$ cat config.mk
export PLATFORM = sky130hd
export DESIGN_NAME = xpr_regs
export DESIGN_NICKNAME = d
export VERILOG_FILES = /design/src/hw/xpr_pkg.sv /design/src/hw/xpr_regs.sv /design/src/hw/xpr_sn_store.sv
export VERILOG_INCLUDE_DIRS = /design/src /design/src/hw
export SDC_FILE = /design/constraint.sdc
export NUM_CORES = 1
export LEC_CHECK = 0
export BUFFER_PORTS_ARGS = -buffer_cell sky130_fd_sc_hd__buf_4
export CELL_PAD_IN_SITES_DETAIL_PLACEMENT = 1
export CELL_PAD_IN_SITES_GLOBAL_PLACEMENT = 1
export CORE_MARGIN = 2
export CORE_UTILIZATION = 41
export DETAILED_ROUTE_END_ITERATION = 10
export HOLD_SLACK_MARGIN = 0.03
export MAX_ROUTING_LAYER = met4
export PLACE_DENSITY = 0.89
export SETUP_SLACK_MARGIN = 0.4
export SLEW_MARGIN = 20
export SYNTH_ARGS = -nofsm -noshare
export SYNTH_HDL_FRONTEND = slang
export SYNTH_SLANG_ARGS = --single-unit
$ cat constraint.sdc
create_clock -name mclk -period 2.35 [get_ports mclk]
set_input_delay 0.5875 -clock mclk [delete_from_list [all_inputs] [get_ports mclk]]
set_output_delay 0.5875 -clock mclk [all_outputs]
set_load 0.02 [all_outputs]
$ cat src/hw/xpr_defines.svh
// constants for the xram page and device ident register bank
// assumes a byte-wide special function register space with paging
`ifndef XPR_DEFINES_SVH
`define XPR_DEFINES_SVH

// register addresses in the special function register space
`define XPR_ADDR_PAGE_CTRL  8'hAA
`define XPR_ADDR_AB         8'hAB
`define XPR_ADDR_AC         8'hAC
`define XPR_ADDR_AD         8'hAD
`define XPR_ADDR_AE         8'hAE

// register page codes
`define XPR_PAGE_0          8'h00
`define XPR_PAGE_F          8'h0F

// page field layout and reset
`define XPR_PFIELD_MSB      1
`define XPR_PFIELD_LSB      0
`define XPR_PFIELD_RESET    2'h0
`define XPR_UPPER_ZERO      6'h00
`define XPR_UPPER_MSB       7
`define XPR_UPPER_LSB       2

// xram address layout: byte offset, page bits, array top bit
`define XPR_ADDR_LSB        0
`define XPR_SHORT_MSB       7
`define XPR_XPAGE_LSB       8
`define XPR_LONG_MSB        9
`define XPR_XADDR_RESET     10'h000

// unpopulated xram page (0x0300 to 0x03FF)
`define XPR_UNPOP_PAGE      2'h3

// serial number storage
`define XPR_SN_RESET        8'h00
`define XPR_SN_BYTES        4
`define XPR_BYTE_W          8
`define XPR_SN_IDX0         2'h0
`define XPR_SN_IDX1         2'h1
`define XPR_SN_IDX2         2'h2
`define XPR_SN_IDX3         2'h3

// neutral byte value
`define XPR_ZERO_BYTE       8'h00

`endif

$ cat src/hw/xpr_pkg.sv
// types shared by the xram page and device ident register bank
// assumes xpr_defines.svh is on the include path
package xpr_pkg;

    typedef logic [7:0]  xpr_byte_t;
    typedef logic [1:0]  xpr_xram_page_field_t;
    typedef logic [1:0]  xpr_sn_idx_t;
    typedef logic [9:0]  xpr_xaddr_t;
    typedef logic [15:0] xpr_maddr_t;
    typedef logic [31:0] xpr_sn_t;

    // which register answers an access
    typedef enum logic [2:0] {
        xpr_sel_none,
        xpr_sel_page_ctrl,
        xpr_sel_deriv,
        xpr_sel_rev,
        xpr_sel_sn0,
        xpr_sel_sn1,
        xpr_sel_sn2,
        xpr_sel_sn3
    } xpr_sel_t;

endpackage : xpr_pkg

$ cat src/hw/xpr_regs.sv
// xram page select, derivative and revision codes, serial number bank
// assumes one register access per cycle from the core, a paged register
// space, and a synchronous-read xram array outside this block
`timescale 1ns/1ns
`include "xpr_defines.svh"

// Summary of operation
// - The page field supplies the upper address byte of short external data moves.
// - Bits 7:2 of the page control register read zero and ignore writes.
// - The page control register answers at 0xAA on every page and resets to zero.
// - A read-only derivative code answers at 0xAB on page 0.
// - A read-only revision code answers at 0xAC on page 0.
// - A 32-bit serial number is loaded at production into four byte registers.
// - Serial byte 3 answers at 0xAE on page F.
// - Serial byte 2 answers at 0xAD on page F.
// - Serial byte 1 answers at 0xAC on page F, the revision code there on page 0.
// - The four serial registers may be written as general storage.
// - Serial byte 0 answers at 0xAB on page F, the derivative code there on page 0.
// - External data reads from 0x0300 to 0x03FF return zero.
// - Pages 0x0 and 0xF exist and the selected page picks the shared-address register.
module xpr_regs #(
    parameter xpr_pkg::xpr_byte_t DERIV_CODE = 8'h5A,  // arbitrary value
    parameter xpr_pkg::xpr_byte_t REV_CODE   = 8'h3C   // arbitrary value
) (
    input  wire logic                 mclk,
    input  wire logic                 rstn,
    input  wire xpr_pkg::xpr_byte_t   register_page_selector,
    input  wire xpr_pkg::xpr_byte_t   sfr_addr,
    input  wire logic                 sfr_rd,
    input  wire logic                 sfr_wr,
    input  wire xpr_pkg::xpr_byte_t   sfr_wdata,
    output xpr_pkg::xpr_byte_t        sfr_rdata,
    output logic                      sfr_rack,
    output logic                      sfr_rhit,
    input  wire logic                 sn_load,
    input  wire xpr_pkg::xpr_sn_t     sn_load_value,
    input  wire logic                 external_data_move,
    input  wire logic                 xmove_short,
    input  wire logic                 xmove_wr,
    input  wire xpr_pkg::xpr_maddr_t  xmove_addr,
    input  wire xpr_pkg::xpr_byte_t   xmove_wdata,
    output xpr_pkg::xpr_xaddr_t       xram_addr,
    output logic                      xram_en,
    output logic                      xram_we,
    output xpr_pkg::xpr_byte_t        xram_wdata,
    input  wire xpr_pkg::xpr_byte_t   xram_rdata,
    output xpr_pkg::xpr_byte_t        xmove_rdata,
    output logic                      xmove_rvalid,
    output xpr_pkg::xpr_xram_page_field_t       xram_page_field
);
    import xpr_pkg::*;

    xpr_sel_t    rd_sel;
    xpr_sel_t    wr_sel;
    xpr_byte_t   next_rdata;
    xpr_xaddr_t  next_xaddr;
    logic        next_unpop;
    logic        rd_pend1;
    logic        rd_pend2;
    logic        unpop1;
    logic        unpop2;
    logic        sn_wr_en;
    xpr_sn_idx_t sn_wr_idx;
    xpr_byte_t   sn_byte0;
    xpr_byte_t   sn_byte1;
    xpr_byte_t   sn_byte2;
    xpr_byte_t   sn_byte3;

    // address and page decode shared by reads and writes
    function automatic xpr_sel_t decode_sel(input xpr_byte_t a, input xpr_byte_t pg);
        decode_sel = xpr_sel_none;
        // page control decoded on every page
        if (a == `XPR_ADDR_PAGE_CTRL) begin
            decode_sel = xpr_sel_page_ctrl;
        // page 0 bank of shared addresses
        end else if (pg == `XPR_PAGE_0) begin
            case (a)
                `XPR_ADDR_AB: decode_sel = xpr_sel_deriv;
                `XPR_ADDR_AC: decode_sel = xpr_sel_rev;
                default:      decode_sel = xpr_sel_none;
            endcase
        // page F bank of shared addresses
        end else if (pg == `XPR_PAGE_F) begin
            case (a)
                `XPR_ADDR_AB: decode_sel = xpr_sel_sn0;
                `XPR_ADDR_AC: decode_sel = xpr_sel_sn1;
                `XPR_ADDR_AD: decode_sel = xpr_sel_sn2;
                `XPR_ADDR_AE: decode_sel = xpr_sel_sn3;
                default:      decode_sel = xpr_sel_none;
            endcase
        end
    endfunction : decode_sel

    assign rd_sel = decode_sel(sfr_addr, register_page_selector);
    assign wr_sel = decode_sel(sfr_addr, register_page_selector);

    // page field register, reset to zero
    // only bits 1:0 are stored; upper write bits dropped
    always_ff @(posedge mclk or negedge rstn) begin
        if (!rstn) begin
            xram_page_field <= `XPR_PFIELD_RESET;
        end else if (sfr_wr && wr_sel == xpr_sel_page_ctrl) begin
            xram_page_field <= sfr_wdata[`XPR_PFIELD_MSB:`XPR_PFIELD_LSB];
        end
    end

    // serial register writes as general storage
    always_comb begin
        sn_wr_en  = 1'b0;
        sn_wr_idx = `XPR_SN_IDX0;
        case (wr_sel)
            xpr_sel_sn0: begin sn_wr_en = sfr_wr; sn_wr_idx = `XPR_SN_IDX0; end
            xpr_sel_sn1: begin sn_wr_en = sfr_wr; sn_wr_idx = `XPR_SN_IDX1; end
            xpr_sel_sn2: begin sn_wr_en = sfr_wr; sn_wr_idx = `XPR_SN_IDX2; end
            xpr_sel_sn3: begin sn_wr_en = sfr_wr; sn_wr_idx = `XPR_SN_IDX3; end
            default:     begin sn_wr_en = 1'b0; sn_wr_idx = `XPR_SN_IDX0; end
        endcase
    end

    xpr_sn_store u_xpr_sn_store (
        .mclk          (mclk),
        .rstn          (rstn),
        .sn_load       (sn_load),
        .sn_load_value (sn_load_value),
        .wr_en         (sn_wr_en),
        .wr_idx        (sn_wr_idx),
        .wr_data       (sfr_wdata),
        .sn_byte0      (sn_byte0),
        .sn_byte1      (sn_byte1),
        .sn_byte2      (sn_byte2),
        .sn_byte3      (sn_byte3)
    );

    // read mux; unmapped addresses return zero with no hit
    always_comb begin
        case (rd_sel)
            xpr_sel_page_ctrl: next_rdata = {`XPR_UPPER_ZERO, xram_page_field};
            xpr_sel_deriv:     next_rdata = DERIV_CODE;
            xpr_sel_rev:       next_rdata = REV_CODE;
            xpr_sel_sn0:       next_rdata = sn_byte0;
            xpr_sel_sn1:       next_rdata = sn_byte1;
            xpr_sel_sn2:       next_rdata = sn_byte2;
            xpr_sel_sn3:       next_rdata = sn_byte3;
            default:           next_rdata = `XPR_ZERO_BYTE;
        endcase
    end

    // read answer one cycle after the request, held until the next read
    always_ff @(posedge mclk or negedge rstn) begin
        if (!rstn) begin
            sfr_rdata <= `XPR_ZERO_BYTE;
            sfr_rack  <= 1'b0;
            sfr_rhit  <= 1'b0;
        end else begin
            sfr_rack <= sfr_rd;
            if (sfr_rd) begin
                sfr_rdata <= next_rdata;
                sfr_rhit  <= (rd_sel != xpr_sel_none);
            end
        end
    end

    // short moves take the page field as upper address byte
    // long moves wrap modulo the 1 kB array
    always_comb begin
        if (xmove_short) begin
            next_xaddr = {xram_page_field, xmove_addr[`XPR_SHORT_MSB:`XPR_ADDR_LSB]};
        end else begin
            next_xaddr = xmove_addr[`XPR_LONG_MSB:`XPR_ADDR_LSB];
        end
        next_unpop = (next_xaddr[`XPR_LONG_MSB:`XPR_XPAGE_LSB] == `XPR_UNPOP_PAGE);
    end

    // array request stage; writes to the empty page are dropped
    always_ff @(posedge mclk or negedge rstn) begin
        if (!rstn) begin
            xram_addr  <= `XPR_XADDR_RESET;
            xram_en    <= 1'b0;
            xram_we    <= 1'b0;
            xram_wdata <= `XPR_ZERO_BYTE;
            rd_pend1   <= 1'b0;
            unpop1     <= 1'b0;
        end else begin
            xram_en  <= external_data_move && !next_unpop;
            xram_we  <= external_data_move && xmove_wr && !next_unpop;
            rd_pend1 <= external_data_move && !xmove_wr;
            unpop1   <= next_unpop;
            if (external_data_move) begin
                xram_addr  <= next_xaddr;
                xram_wdata <= xmove_wdata;
            end
        end
    end

    // read return; unpopulated page yields zero, no array access
    always_ff @(posedge mclk or negedge rstn) begin
        if (!rstn) begin
            rd_pend2     <= 1'b0;
            unpop2       <= 1'b0;
            xmove_rdata  <= `XPR_ZERO_BYTE;
            xmove_rvalid <= 1'b0;
        end else begin
            rd_pend2     <= rd_pend1;
            unpop2       <= unpop1;
            xmove_rvalid <= rd_pend2;
            if (rd_pend2) begin
                xmove_rdata <= unpop2 ? `XPR_ZERO_BYTE : xram_rdata;
            end
        end
    end
endmodule : xpr_regs

$ cat src/hw/xpr_sn_store.sv
// four byte serial number store, loaded once by production readout
// assumes load and core writes are single-cycle pulses on mclk
`timescale 1ns/1ns
`include "xpr_defines.svh"

module xpr_sn_store (
    input  wire logic                mclk,
    input  wire logic                rstn,
    input  wire logic                sn_load,
    input  wire xpr_pkg::xpr_sn_t    sn_load_value,
    input  wire logic                wr_en,
    input  wire xpr_pkg::xpr_sn_idx_t wr_idx,
    input  wire xpr_pkg::xpr_byte_t  wr_data,
    output xpr_pkg::xpr_byte_t       sn_byte0,
    output xpr_pkg::xpr_byte_t       sn_byte1,
    output xpr_pkg::xpr_byte_t       sn_byte2,
    output xpr_pkg::xpr_byte_t       sn_byte3
);
    import xpr_pkg::*;

    xpr_byte_t sn_mem [`XPR_SN_BYTES];

    // core writes reuse bytes as storage; load wins a tie
    always_ff @(posedge mclk or negedge rstn) begin
        if (!rstn) begin
            for (int i = 0; i < `XPR_SN_BYTES; i++) begin
                sn_mem[i] <= `XPR_SN_RESET;
            end
        end else if (sn_load) begin
            for (int i = 0; i < `XPR_SN_BYTES; i++) begin
                sn_mem[i] <= sn_load_value[i*`XPR_BYTE_W +: `XPR_BYTE_W];
            end
        end else if (wr_en) begin
            sn_mem[wr_idx] <= wr_data;
        end
    end

    // outputs are the storage flops themselves
    assign sn_byte0 = sn_mem[`XPR_SN_IDX0];
    assign sn_byte1 = sn_mem[`XPR_SN_IDX1];
    assign sn_byte2 = sn_mem[`XPR_SN_IDX2];
    assign sn_byte3 = sn_mem[`XPR_SN_IDX3];
endmodule : xpr_sn_store

* Yosys cells after proc, flatten, opt, wreduce, memory -nomap -nowiden
Cells that the tools add are included.
** Storage, ports and cells
- Flip-flop bits (word level) :: 77
- Bits in latches :: 0
- Bits in writable memories :: 0
- ROM bits :: 0
- Input port bits :: 96
- Output and inout port bits :: 41
- Logic and storage cells :: 62
- Memories kept :: 0
** Operators by class
- Add/sub/neg operators :: 0
- Multiply operators :: 0
- Div/mod/pow operators :: 0
- Magnitude comparators :: 2
- Equality and inequality tests :: 14
- Shift operators :: 0
- Multiplexer cells :: 15
- Bitwise logic cells :: 1
- Reductions and logical operators :: 12
** Operators by type and width (number)
- $mux 32 :: 2
- $pmux 8 s7 :: 1
- $eq 8x8->1 const B :: 5
- $bwmux 32 :: 1
- $demux 8 s2 :: 1
- $mux 8 :: 2
- $eq 3x3->1 const B :: 4
- $pmux 3 s4 :: 1
- $mux 10 :: 1
- $mux 3 :: 3
- $eq 8x4->1 const B :: 1
- $logic_not 8->1 :: 1
- $eq 3x2->1 const B :: 2
- $logic_and 1x1->1 :: 6
- $pmux 2 s3 :: 1
- $pmux 2 s2 :: 1
- $reduce_or 4->1 :: 1
- $eq 3x1->1 const B :: 1
- $ge 3x3->1 const B :: 1
- $lt 3x1->1 const B :: 1
- $not 2->3 :: 1
- $reduce_bool 3->1 :: 1
- $eq 2x2->1 const B :: 1
- $logic_not 1->1 :: 2
- 2 further kinds :: 2

* Logic depth before layout (Yosys ltp)
Gate-level depths: netlist of the first run.
- Word-level depth :: 15
- Depth in mapped cells :: 8
- Depth with buffers taken out :: 5

* By module
A second synthesis of the first run with hierarchy kept.
** Unflattened totals
- Cell total of the unflattened synthesis :: 377
- Area total of the unflattened synthesis :: 3763.6 µm²
** By module, submodules not included
- xpr_regs :: times used 1, cells each 195, area an instance 2175.8 µm²
- xpr_sn_store :: times used 1, cells each 182, area an instance 1587.8 µm²

* Least setup slack after synthesis of the first run
No wires, ideal clock.
- Path type :: in2reg
- Start point :: in sfr_addr[1]
- End point :: reg u_xpr_sn_store.sn_mem, in the netlist u_xpr_sn_store.sn_byte2[2]
- Library setup time :: 132 ps
- Arrival :: 2323 ps
- Slack :: -105 ps
- Cell stages on the path :: 7
- Cells stage by stage :: buf_4 -> xnor2_1 -> or3_1 -> buf_2 -> a2111oi_4 -> mux2i_1 -> o21ai_1
** Between the ends
- Longest elaborated chain between the ends :: 15
- Elaborated cells between the ends (all ways) :: 27
** RTL lines
- start: declaration :: line xpr_regs.sv:28 : input wire xpr_pkg::xpr_byte_t sfr_addr,
- $eq 8x8->1 (on tied branches) :: line xpr_regs.sv:84, xpr_regs.sv:77
- $pmux 3 s4 :: line xpr_regs.sv:84 : case (a)
- $mux 3 :: line xpr_regs.sv:83 : end else if (pg == `XPR_PAGE_F) begin
- $mux 3 :: line xpr_regs.sv:76 : end else if (pg == `XPR_PAGE_0) begin
- $mux 3 (*) :: line xpr_regs.sv:73 : if (a == `XPR_ADDR_PAGE_CTRL) begin
- $eq 3x3->1 :: line xpr_regs.sv:111 : case (wr_sel)
- $pmux 2 s3 :: line xpr_regs.sv:111
- $not 2->3 (implied by the code) :: line xpr_sn_store.sv:34 : sn_mem[wr_idx] <= wr_data;
- $ge 3x3->1 (implied by the code) or $lt 3x1->1 (tied branches) :: line xpr_sn_store.sv:34
- $logic_and 1x1->1 (implied by the code) :: line xpr_sn_store.sv:34
- $mux 8 (implied by the code) :: line xpr_sn_store.sv:34
- $demux 8 s2 :: line xpr_sn_store.sv:34
- $bwmux 32 :: line xpr_sn_store.sv:34
- $mux 32 :: line xpr_sn_store.sv:33 : end else if (wr_en) begin
- $mux 32 :: line xpr_sn_store.sv:29 : end else if (sn_load) begin
- end signal: indexed assignment :: line xpr_sn_store.sv:27 : sn_mem[i] <= `XPR_SN_RESET;
- end signal: indexed assignment :: line xpr_sn_store.sv:31 : sn_mem[i] <= sn_load_value[i*`XPR_BYTE_W +: `XPR_BYTE_W];
- end signal: indexed assignment :: line xpr_sn_store.sv:34
- end: declaration :: line xpr_sn_store.sv:21 : xpr_byte_t sn_mem [`XPR_SN_BYTES];
Mark *: on every way between the ends. The rest lies on a longest branch, timed or not. The select of a mux whose other input is x is not followed.
A chain may end at the register's enable or synchronous reset.

* Final worst setup path of the first run
- Start point :: in sfr_addr[0]
- End point :: reg sfr_rdata[1]
** Between the ends
- Longest elaborated chain between the ends :: 7
- Elaborated cells between the ends (all ways) :: 18
** RTL lines
- $eq 8x8->1 (on tied branches) :: line xpr_regs.sv:84, xpr_regs.sv:77
- $pmux 3 s4 :: line xpr_regs.sv:84
- $mux 3 :: line xpr_regs.sv:83
- $mux 3 :: line xpr_regs.sv:76
- $mux 3 (*) :: line xpr_regs.sv:73
- $eq 3x3->1 (tied with other cells) :: line xpr_regs.sv:136 : case (rd_sel)
- $pmux 8 s7 (*) :: line xpr_regs.sv:136
- end signal: assignment :: line xpr_regs.sv:151 : sfr_rdata <= `XPR_ZERO_BYTE;
- end signal: assignment :: line xpr_regs.sv:157 : sfr_rdata <= next_rdata;
- end: declaration :: line xpr_regs.sv:32 : output xpr_pkg::xpr_byte_t sfr_rdata,
Mark *: on every way between the ends. The rest lies on a longest branch, timed or not.

==> flow_metrics.env, run 1 <==
export IMPL_outcome="finished clean"
export IMPL_fin_crit_sh_pct=93.5
export IMPL_dp_cells=681
export IMPL_hold_viol=0
export IMPL_peakVddDrop_v=0.000305
export IMPL_power_density_nw_per_um2=521
export IMPL_syn_inst=390
export IMPL_max_cap_viol_count=0
export IMPL_cpPeakStageDelay_ns=0.47
export IMPL_final_nets=679
export IMPL_synth_xor_area_share_pct=0.221
export IMPL_hpwl_um=11200
export IMPL_postCtsHoldBufs=0
export IMPL_slew_headroom_pct=56.6
export IMPL_clk_pin_slew_ns=0.08
export IMPL_reg2reg_to="sfr_rdata[3]$_DFFE_PN0P_"
export IMPL_grt_pass1_wl_um=25300
export IMPL_drc=0
export IMPL_cts_tree="done"
export IMPL_top_layer="met4"
export IMPL_path_cells="buf_6 > nor3b_2 > o211ai_4 > buf_6 > buf_4 > and4_1 > o21ai_0 > a32oi_1"
export IMPL_critPathRequiredTime_ns=2.55
export IMPL_start_kind="primary input"
export IMPL_synth_async_reset_ratio_pct=100
export IMPL_r2r_cells=4
export IMPL_fmaxAchievable_ghz=0.455
export IMPL_cts_sinks=77
export IMPL_dieArea_sq_um=10500
export IMPL_synth_area_sq_um=3960
export IMPL_vias=4488
export IMPL_drt_iter0_markers=315
export IMPL_cellLeakagePower_nw=2.70
export IMPL_area_growth_pct=59.0
export IMPL_postSynthAreaPerCell_sq_um=10.2
export IMPL_syn_num_nets=486
export IMPL_regArea_sq_um=1930
export IMPL_antenna_found_initial=0
export IMPL_rsz0062_at_grt="true"
export IMPL_worstPathArrival_ns=2.40
export IMPL_skew_ns=0.0101
export IMPL_synthAdderAreaFrac_pct=0
export IMPL_htreeDepth=3
export IMPL_reg2reg_from="u_xpr_sn_store.sn_byte3[3]$_DFFE_PN0P_"
export IMPL_fin_crit_ns=2.20
export IMPL_fill_cells=998
export IMPL_path_delay_family="compound AO/OA/AOI/OAI gates"
export IMPL_met3_length_um=1500
export IMPL_setup_viol=0
export IMPL_hp_class="in -> async"
export IMPL_overflow=0
export IMPL_core_sq_um=9330
export IMPL_synth_cell_types=57
export IMPL_firstDrtPassIters=5
export IMPL_place_congestion=0.938
export IMPL_ys_ff_latch=77
export IMPL_cp_common_cell="buf_6"
export IMPL_wl_per_cell_um=26.7
export IMPL_die_width_um=102
export IMPL_wirelength_um=19100
export IMPL_m1WireLength_um=7130
export IMPL_end_kind="register"
export IMPL_grt_pass1_vias=4623
export IMPL_cts_root_buffer="clkbuf_8"
export IMPL_worst_pin_slew_ns=0.648
export IMPL_cp_depth=8
export IMPL_cts_max_path_buffers=2
export IMPL_final_cells=717
export IMPL_critPathLaunch="sfr_addr[0]"
export IMPL_rows=35
export IMPL_crit_end="sfr_rdata[1]$_DFFE_PN0P_"
export IMPL_grt_total_usage_pct=33.3
export IMPL_antenna_cells=0
export IMPL_r2r_setup_slack_ns=0.86
export IMPL_cp_slowest_cell="nor3b_2"
export IMPL_synth_mux_area_share_pct=11.9
export IMPL_final_layout_size_suffix_gt1_share_pct=51.7
export IMPL_synth_top_family_by_area="compound AO/OA/AOI/OAI gates"
export IMPL_ios=137
export IMPL_crit_buf_inv=3
export IMPL_numCtsBuffers=9
export IMPL_seq_area_frac_synth_pct=48.6
export IMPL_clkLatencyLatePin_ns=0.36
export IMPL_synth_compound_area_share_pct=19.1
export IMPL_port_buffers=130
export IMPL_start_util_pct=42.5
export IMPL_synth_edff_count=0
export IMPL_wl_met2_um=9550
export IMPL_crit_fanout=6
export IMPL_via_per_inst=6.26
export IMPL_ant_nets=0
export IMPL_multi_input_area_sq_um=2240
export IMPL_ys_flop_type="dfrtp_1"
export IMPL_yosys_area_share_simple_pct=16.6
export IMPL_die_h_um=102
export IMPL_p_total_mw=3.28
export IMPL_finalMaxSlewViolations=0
export IMPL_yosysWarnings=0
export IMPL_crit_type="in -> reg"
export IMPL_grt_max_degree=38
==> power by group <==
part / internal (mW) / switching (mW)
sequential: 1.43 / 0.0963
clock: 0.501 / 0.561
combinational: 0.328 / 0.364
==> registers in the layout, indices dropped and copies added, names as in the netlist <==
signal	cells
xram_addr	10
sfr_rdata	8
u_xpr_sn_store.sn_byte0	8
u_xpr_sn_store.sn_byte1	8
u_xpr_sn_store.sn_byte2	8
u_xpr_sn_store.sn_byte3	8
xmove_rdata	8
xram_wdata	8
xram_page_field	2
rd_pend1	1
rd_pend2	1
sfr_rack	1
sfr_rhit	1
unpop1	1
unpop2	1
xmove_rvalid	1
xram_en	1
xram_we	1
==> worst min path at each step <==
stage	to	slack, ns	cells past startpoint
6_report	sfr_rack$_DFF_PN0_	0.07	1
5_1_grt	sfr_rhit$_DFFE_PN0P_	0.08	1
4_1_cts	sfr_rack$_DFF_PN0_	0.07	1
3_5_place_dp	rd_pend2$_DFF_PN0_	0.34	0
3_3_place_gp	unpop2$_DFF_PN0_	0.33	0
2_1_floorplan	rd_pend1$_DFF_PN0_	0.29	0
==> per-stage QoR <==
stage	utilization (%)	setup WS, ns	hold WS (ns)	TNS, ns	cell area, sq um
after floorplan	-	-0.0305	0.292	-0.559	4040
after global placement	59.5	-0.106	0.333	-1.58	5550
after detailed placement	59.5	-0.238	0.345	-4.85	5550
after CTS	64.6	0.280	0.0750	0	6030
final	67.6	0.152	0.0729	0	6300
after global routing	67.6	0.120	0.0792	0	6300
==> repair_timing <==
item / 4_1_cts / 5_1_grt
setup buffers: 13 / 7
pin swaps: 13 / 17
gates resized for setup: 41 / 46
setup endpoints to repair: 40 / 41
==> layer usage <==
metal | global-route usage [%] | vias to the layer above
met4 | 13.0 | 0
met3 | 6.98 | 91
met2 | 58.6 | 323
met5 | - | -
met1 | 37.0 | 2226
li1 | - | 1848
==> cell usage in the layout, fill, tap and decap left out, drive strengths merged, types with 5 or more instances in the layout <==
| cell | count |
|---|---|
| mux2 | 26 |
| dfrtp | 77 |
| buf | 204 |
| o211ai | 7 |
| nor2 | 24 |
| nand3 | 19 |
| nor2b | 5 |
| clkbuf | 10 |
| nand2 | 22 |
| mux2i | 18 |
| a21oi | 6 |
| nand3b | 8 |
| nand2b | 6 |
| nor3 | 8 |
| inv | 16 |
| o21ai | 47 |
| a31oi | 17 |
| nand4 | 7 |
==> Yosys cell counts, types with 3 or more instances <==
cell type  count  area share, %
a32oi_1        4           0.88
mux2_2        26            7.4
nand3b_1       8            1.5
a21boi_0       3           0.57
a21oi_1        6           0.76
clkbuf_1      18            1.7
o211ai_1       6            1.1
or3_1          3           0.47
inv_1         14            1.3
o31ai_1        4           0.76
dfrtp_1       77             49
nor2_1        24            2.3
nand2_1       22            2.1
o21ai_1       21            2.7
o21ai_0       26            3.3
nand2b_1       6           0.95
nor2b_1        5           0.79
nand4_1        7            1.1
nand3_1       19            2.4
nor3_1         6           0.76
a31oi_1       17            2.7
mux2i_1       18            4.5
o22ai_1        3           0.47
==> cell type report <==
cell class | count | area share [%]
Clock buffer | 10 | 2.03
Clock inverter | 6 | 1.13
Inverter | 14 | 0.834
Multi-Input combinational cell | 277 | 35.6
Sequential cell | 77 | 30.6
Tap cell | 129 | 2.56
Timing Repair Buffer | 204 | 27.3
==> cell families (layout without fill, tap and decap cells) <==
logic type	Yosys count	in the layout
multiplexers	44	44
XOR/XNOR	1	1
buffers and inverters	36	234
flip-flops	77	77
AO/OA/AOI/OAI	112	112
AND/OR/NAND/NOR	120	120
Note: power is estimated with default switching activity, not from simulation.
==> run 2, diff against run 1 <==
--- a/config.mk
+++ b/config.mk
@@ -6,15 +6,16 @@
 export SDC_FILE = /design/constraint.sdc
 export NUM_CORES = 1
 export LEC_CHECK = 0
+export ABC_AREA = 1
 export BUFFER_PORTS_ARGS = -buffer_cell sky130_fd_sc_hd__buf_4
 export CELL_PAD_IN_SITES_DETAIL_PLACEMENT = 1
 export CELL_PAD_IN_SITES_GLOBAL_PLACEMENT = 1
 export CORE_MARGIN = 2
-export CORE_UTILIZATION = 41
+export CORE_UTILIZATION = 38
 export DETAILED_ROUTE_END_ITERATION = 10
 export HOLD_SLACK_MARGIN = 0.03
 export MAX_ROUTING_LAYER = met4
-export PLACE_DENSITY = 0.89
+export PLACE_DENSITY = 0.88
 export SETUP_SLACK_MARGIN = 0.4
 export SLEW_MARGIN = 20
 export SYNTH_ARGS = -nofsm -noshare
==> flow_metrics.env, run 2 <==
export IMPL_synth_top_cell_area_share_pct=49.1
export IMPL_postSynthAreaPerCell_sq_um=7.68
export IMPL_worst_pin_slew_ns=0.648
export IMPL_antenna_cells=0
export IMPL_final_cells=779
export IMPL_layout_commonest_cell="nand2_1"
export IMPL_die_width_um=106
export IMPL_start_util_pct=38.6
export IMPL_synth_async_reset_ratio_pct=100
export IMPL_grt_max_degree=41
export IMPL_hp_class="in -> async"
export IMPL_seq_area_frac_synth_pct=49.1
export IMPL_cts_root_buffer="clkbuf_8"
export IMPL_synth_common_cells="187 x nand2_1, 77 x dfrtp_1, 41 x nor2_1"
export IMPL_core_sq_um=10200
export IMPL_firstDrtPassIters=4
export IMPL_dp_cells=762
export IMPL_setup_tns_ns=0
export IMPL_syn_inst=511
export IMPL_ant_nets=0
export IMPL_power_frac_seq_pct=48.4
export IMPL_path_cells="buf_4 > nor2_1 > nand2_1 > nor2_4 > nand3_4 > o21ai_2 > inv_1 > nor2_2 > nor2_2 > nand3b_4 > nand2_4 > nand2_1 > nand2_1"
export IMPL_synth_edff_count=0
export IMPL_synth_area_top_cells="dfrtp_1 49%, nand2_1 18%, nand3_1 4.0%"
export IMPL_yosysWarnings=0
export IMPL_hold_viol=0
export IMPL_drc=0
export IMPL_pre_cts_ws_ns=0.104
export IMPL_crit_fanout=9
export IMPL_wirelength_um=12800
export IMPL_slew_headroom_pct=56.7
export IMPL_place_area_sq_um=5020
export IMPL_final_layout_size_suffix_gt1_share_pct=27.8
export IMPL_rows=37
export IMPL_vias=3982
export IMPL_cts_max_path_buffers=2
export IMPL_final_nets=734
export IMPL_largest_register="xram_addr"
export IMPL_wl_per_cell_um=16.4
export IMPL_numCtsBuffers=9
export IMPL_syn_num_nets=607
export IMPL_fin_ws_ns=0.563
export IMPL_ys_ff_latch=77
export IMPL_cellLeakagePower_nw=2.71
export IMPL_ios=137
export IMPL_synth_cell_types=33
export IMPL_die_h_um=106
export IMPL_synth_area_leader_cell="dfrtp_1"
export IMPL_clk_pin_slew_ns=0.09
export IMPL_clockPowerShare_pct=34.4
export IMPL_fin_crit_ns=1.79
export IMPL_critPathLaunch="register_page_selector[5]"
export IMPL_overflow=0
export IMPL_ys_flop_type="dfrtp_1"
export IMPL_fin_area_sq_um=5240
export IMPL_fmaxAchievable_ghz=0.560
export IMPL_clkLatencyLatePin_ns=0.36
export IMPL_cpPeakStageDelay_ns=0.19
export IMPL_grt_total_usage_pct=24.1
export IMPL_port_buffers=130
export IMPL_cts_tree="done"
export IMPL_crit_buf_inv=2
export IMPL_reg2reg_from="xram_page_field[1]$_DFFE_PN0P_"
export IMPL_cts_sinks=77
export IMPL_end_kind="register"
export IMPL_crit_type="in -> reg"
export IMPL_hpwl_um=9690
export IMPL_whs_ns=0.158
export IMPL_cp_slowest_cell="nor2_4"
export IMPL_combPwrFrac_pct=17.1
export IMPL_start_kind="primary input"
export IMPL_switching_share_pct=29.8
export IMPL_skew_ns=0.00898
export IMPL_rsz0062_at_grt="true"
export IMPL_synth_area_sq_um=3930
export IMPL_layout_common_cells="187 x nand2_1, 136 x buf_4, 77 x dfrtp_1, 40 x nor2_1, 38 x inv_1"
export IMPL_critPathRequiredTime_ns=2.59
export IMPL_via_per_inst=5.11
export IMPL_fin_crit_sh_pct=76.0
export IMPL_drt_iter0_markers=222
export IMPL_path_delay_family="simple AND/OR/NAND/NOR gates"
export IMPL_dieArea_sq_um=11200
export IMPL_largest_reg_flops=10
export IMPL_grt_pass1_vias=4285
export IMPL_switchingPower_mw=0.916
export IMPL_max_cap_viol_count=0
export IMPL_worstPathArrival_ns=2.03
export IMPL_outcome="finished clean"
export IMPL_cp_common_cell="nand2_1"
export IMPL_antenna_found_initial=0
export IMPL_synth_most_common_cell="nand2_1"
export IMPL_finalMaxSlewViolations=0
export IMPL_peakVddDrop_v=0.000248
export IMPL_area_growth_pct=33.5
export IMPL_setup_viol=0
export IMPL_grt_pass1_wl_um=20600
export IMPL_htreeDepth=3
export IMPL_power_density_nw_per_um2=587
export IMPL_p_int_mw=2.16
export IMPL_place_congestion=0.852
## run 2: routing by layer
| metal | track usage (%) | vias up | routed length, um |
|---|---|---|---|
| li1 | - | 1891 | - |
| met1 | 29.7 | 1956 | 5330 |
| met2 | 40.9 | 113 | 6580 |
| met3 | 3.59 | 22 | 597 |
| met4 | 7.61 | 0 | 285 |
| met5 | - | - | 0 |
## run 2: cell type report
type,instances,area [sq um]
Clock buffer,9,124
Timing Repair Buffer,136,1020
Sequential cell,77,1930
Fill cell,1298,4940
Multi-Input combinational cell,370,1740
Clock inverter,7,80.1
Inverter,44,175
Tap cell,136,170
## run 2: kinds of logic (layout without fill, tap and decap cells)
logic type             after synthesis  count (layout)  share of synthesized area, %
flip-flops                          77              77                          49.1
multiplexers                         1               1                         0.255
AND/OR/NAND/NOR                    294             294                          32.9
buffers and inverters               64             196                          6.82
AO/OA/AOI/OAI                       75              75                          11.0
## run 2: worst register-to-register path: cells and delay by family (launching register included)
| kind | cells | cell delay [ns] |
|---|---|---|
| AOI/OAI and AO/OA | 1 | 0.12 |
| buffers and inverters | 1 | 0.09 |
| DFF | 1 | 0.38 |
| and+or+nand+nor | 3 | 0.38 |
## run 2: power groups by stage
stage               registers [mW]  logic, mW  clock network (mW)
global placement              1.51      0.501                   0
floorplan                     1.56      0.169                   0
global route                  1.50      0.579                1.13
finish                        1.49      0.527                1.06
CTS                           1.49      0.531                1.08
detailed placement            1.51      0.526                   0
## run 2: worst paths after layout
path	endpoint	slack, ns	depth (start not counted)
setup / recovery	u_xpr_sn_store.sn_byte0[5]$_DFFE_PN0P_	0.56	13
hold / removal	xmove_rvalid$_DFF_PN0_	0.16	1
setup reg to reg	xram_en$_DFF_PN0_	1.26	5
hold reg to reg	rd_pend2$_DFF_PN0_	0.36	0
max in group asynchronous	sfr_rdata[1]$_DFFE_PN0P_	1.51	2
min in group mclk	rd_pend2$_DFF_PN0_	0.36	0
## run 2: what timing repair did
action                                  CTS  global route
hold buffers                              0             0
hold endpoints to repair                  0             0
endpoints found under the setup margin    0            12
resized for setup                         0             4
buffers inserted                          0             1
## run 2: per-stage QoR
stage	power, mW	utilization (%)
2_1_floorplan	1.73	-
3_3_place_gp	2.01	49.3
3_5_place_dp	2.04	49.3
4_1_cts	3.10	51.3
5_1_grt	3.21	51.5
6_report	3.08	51.5
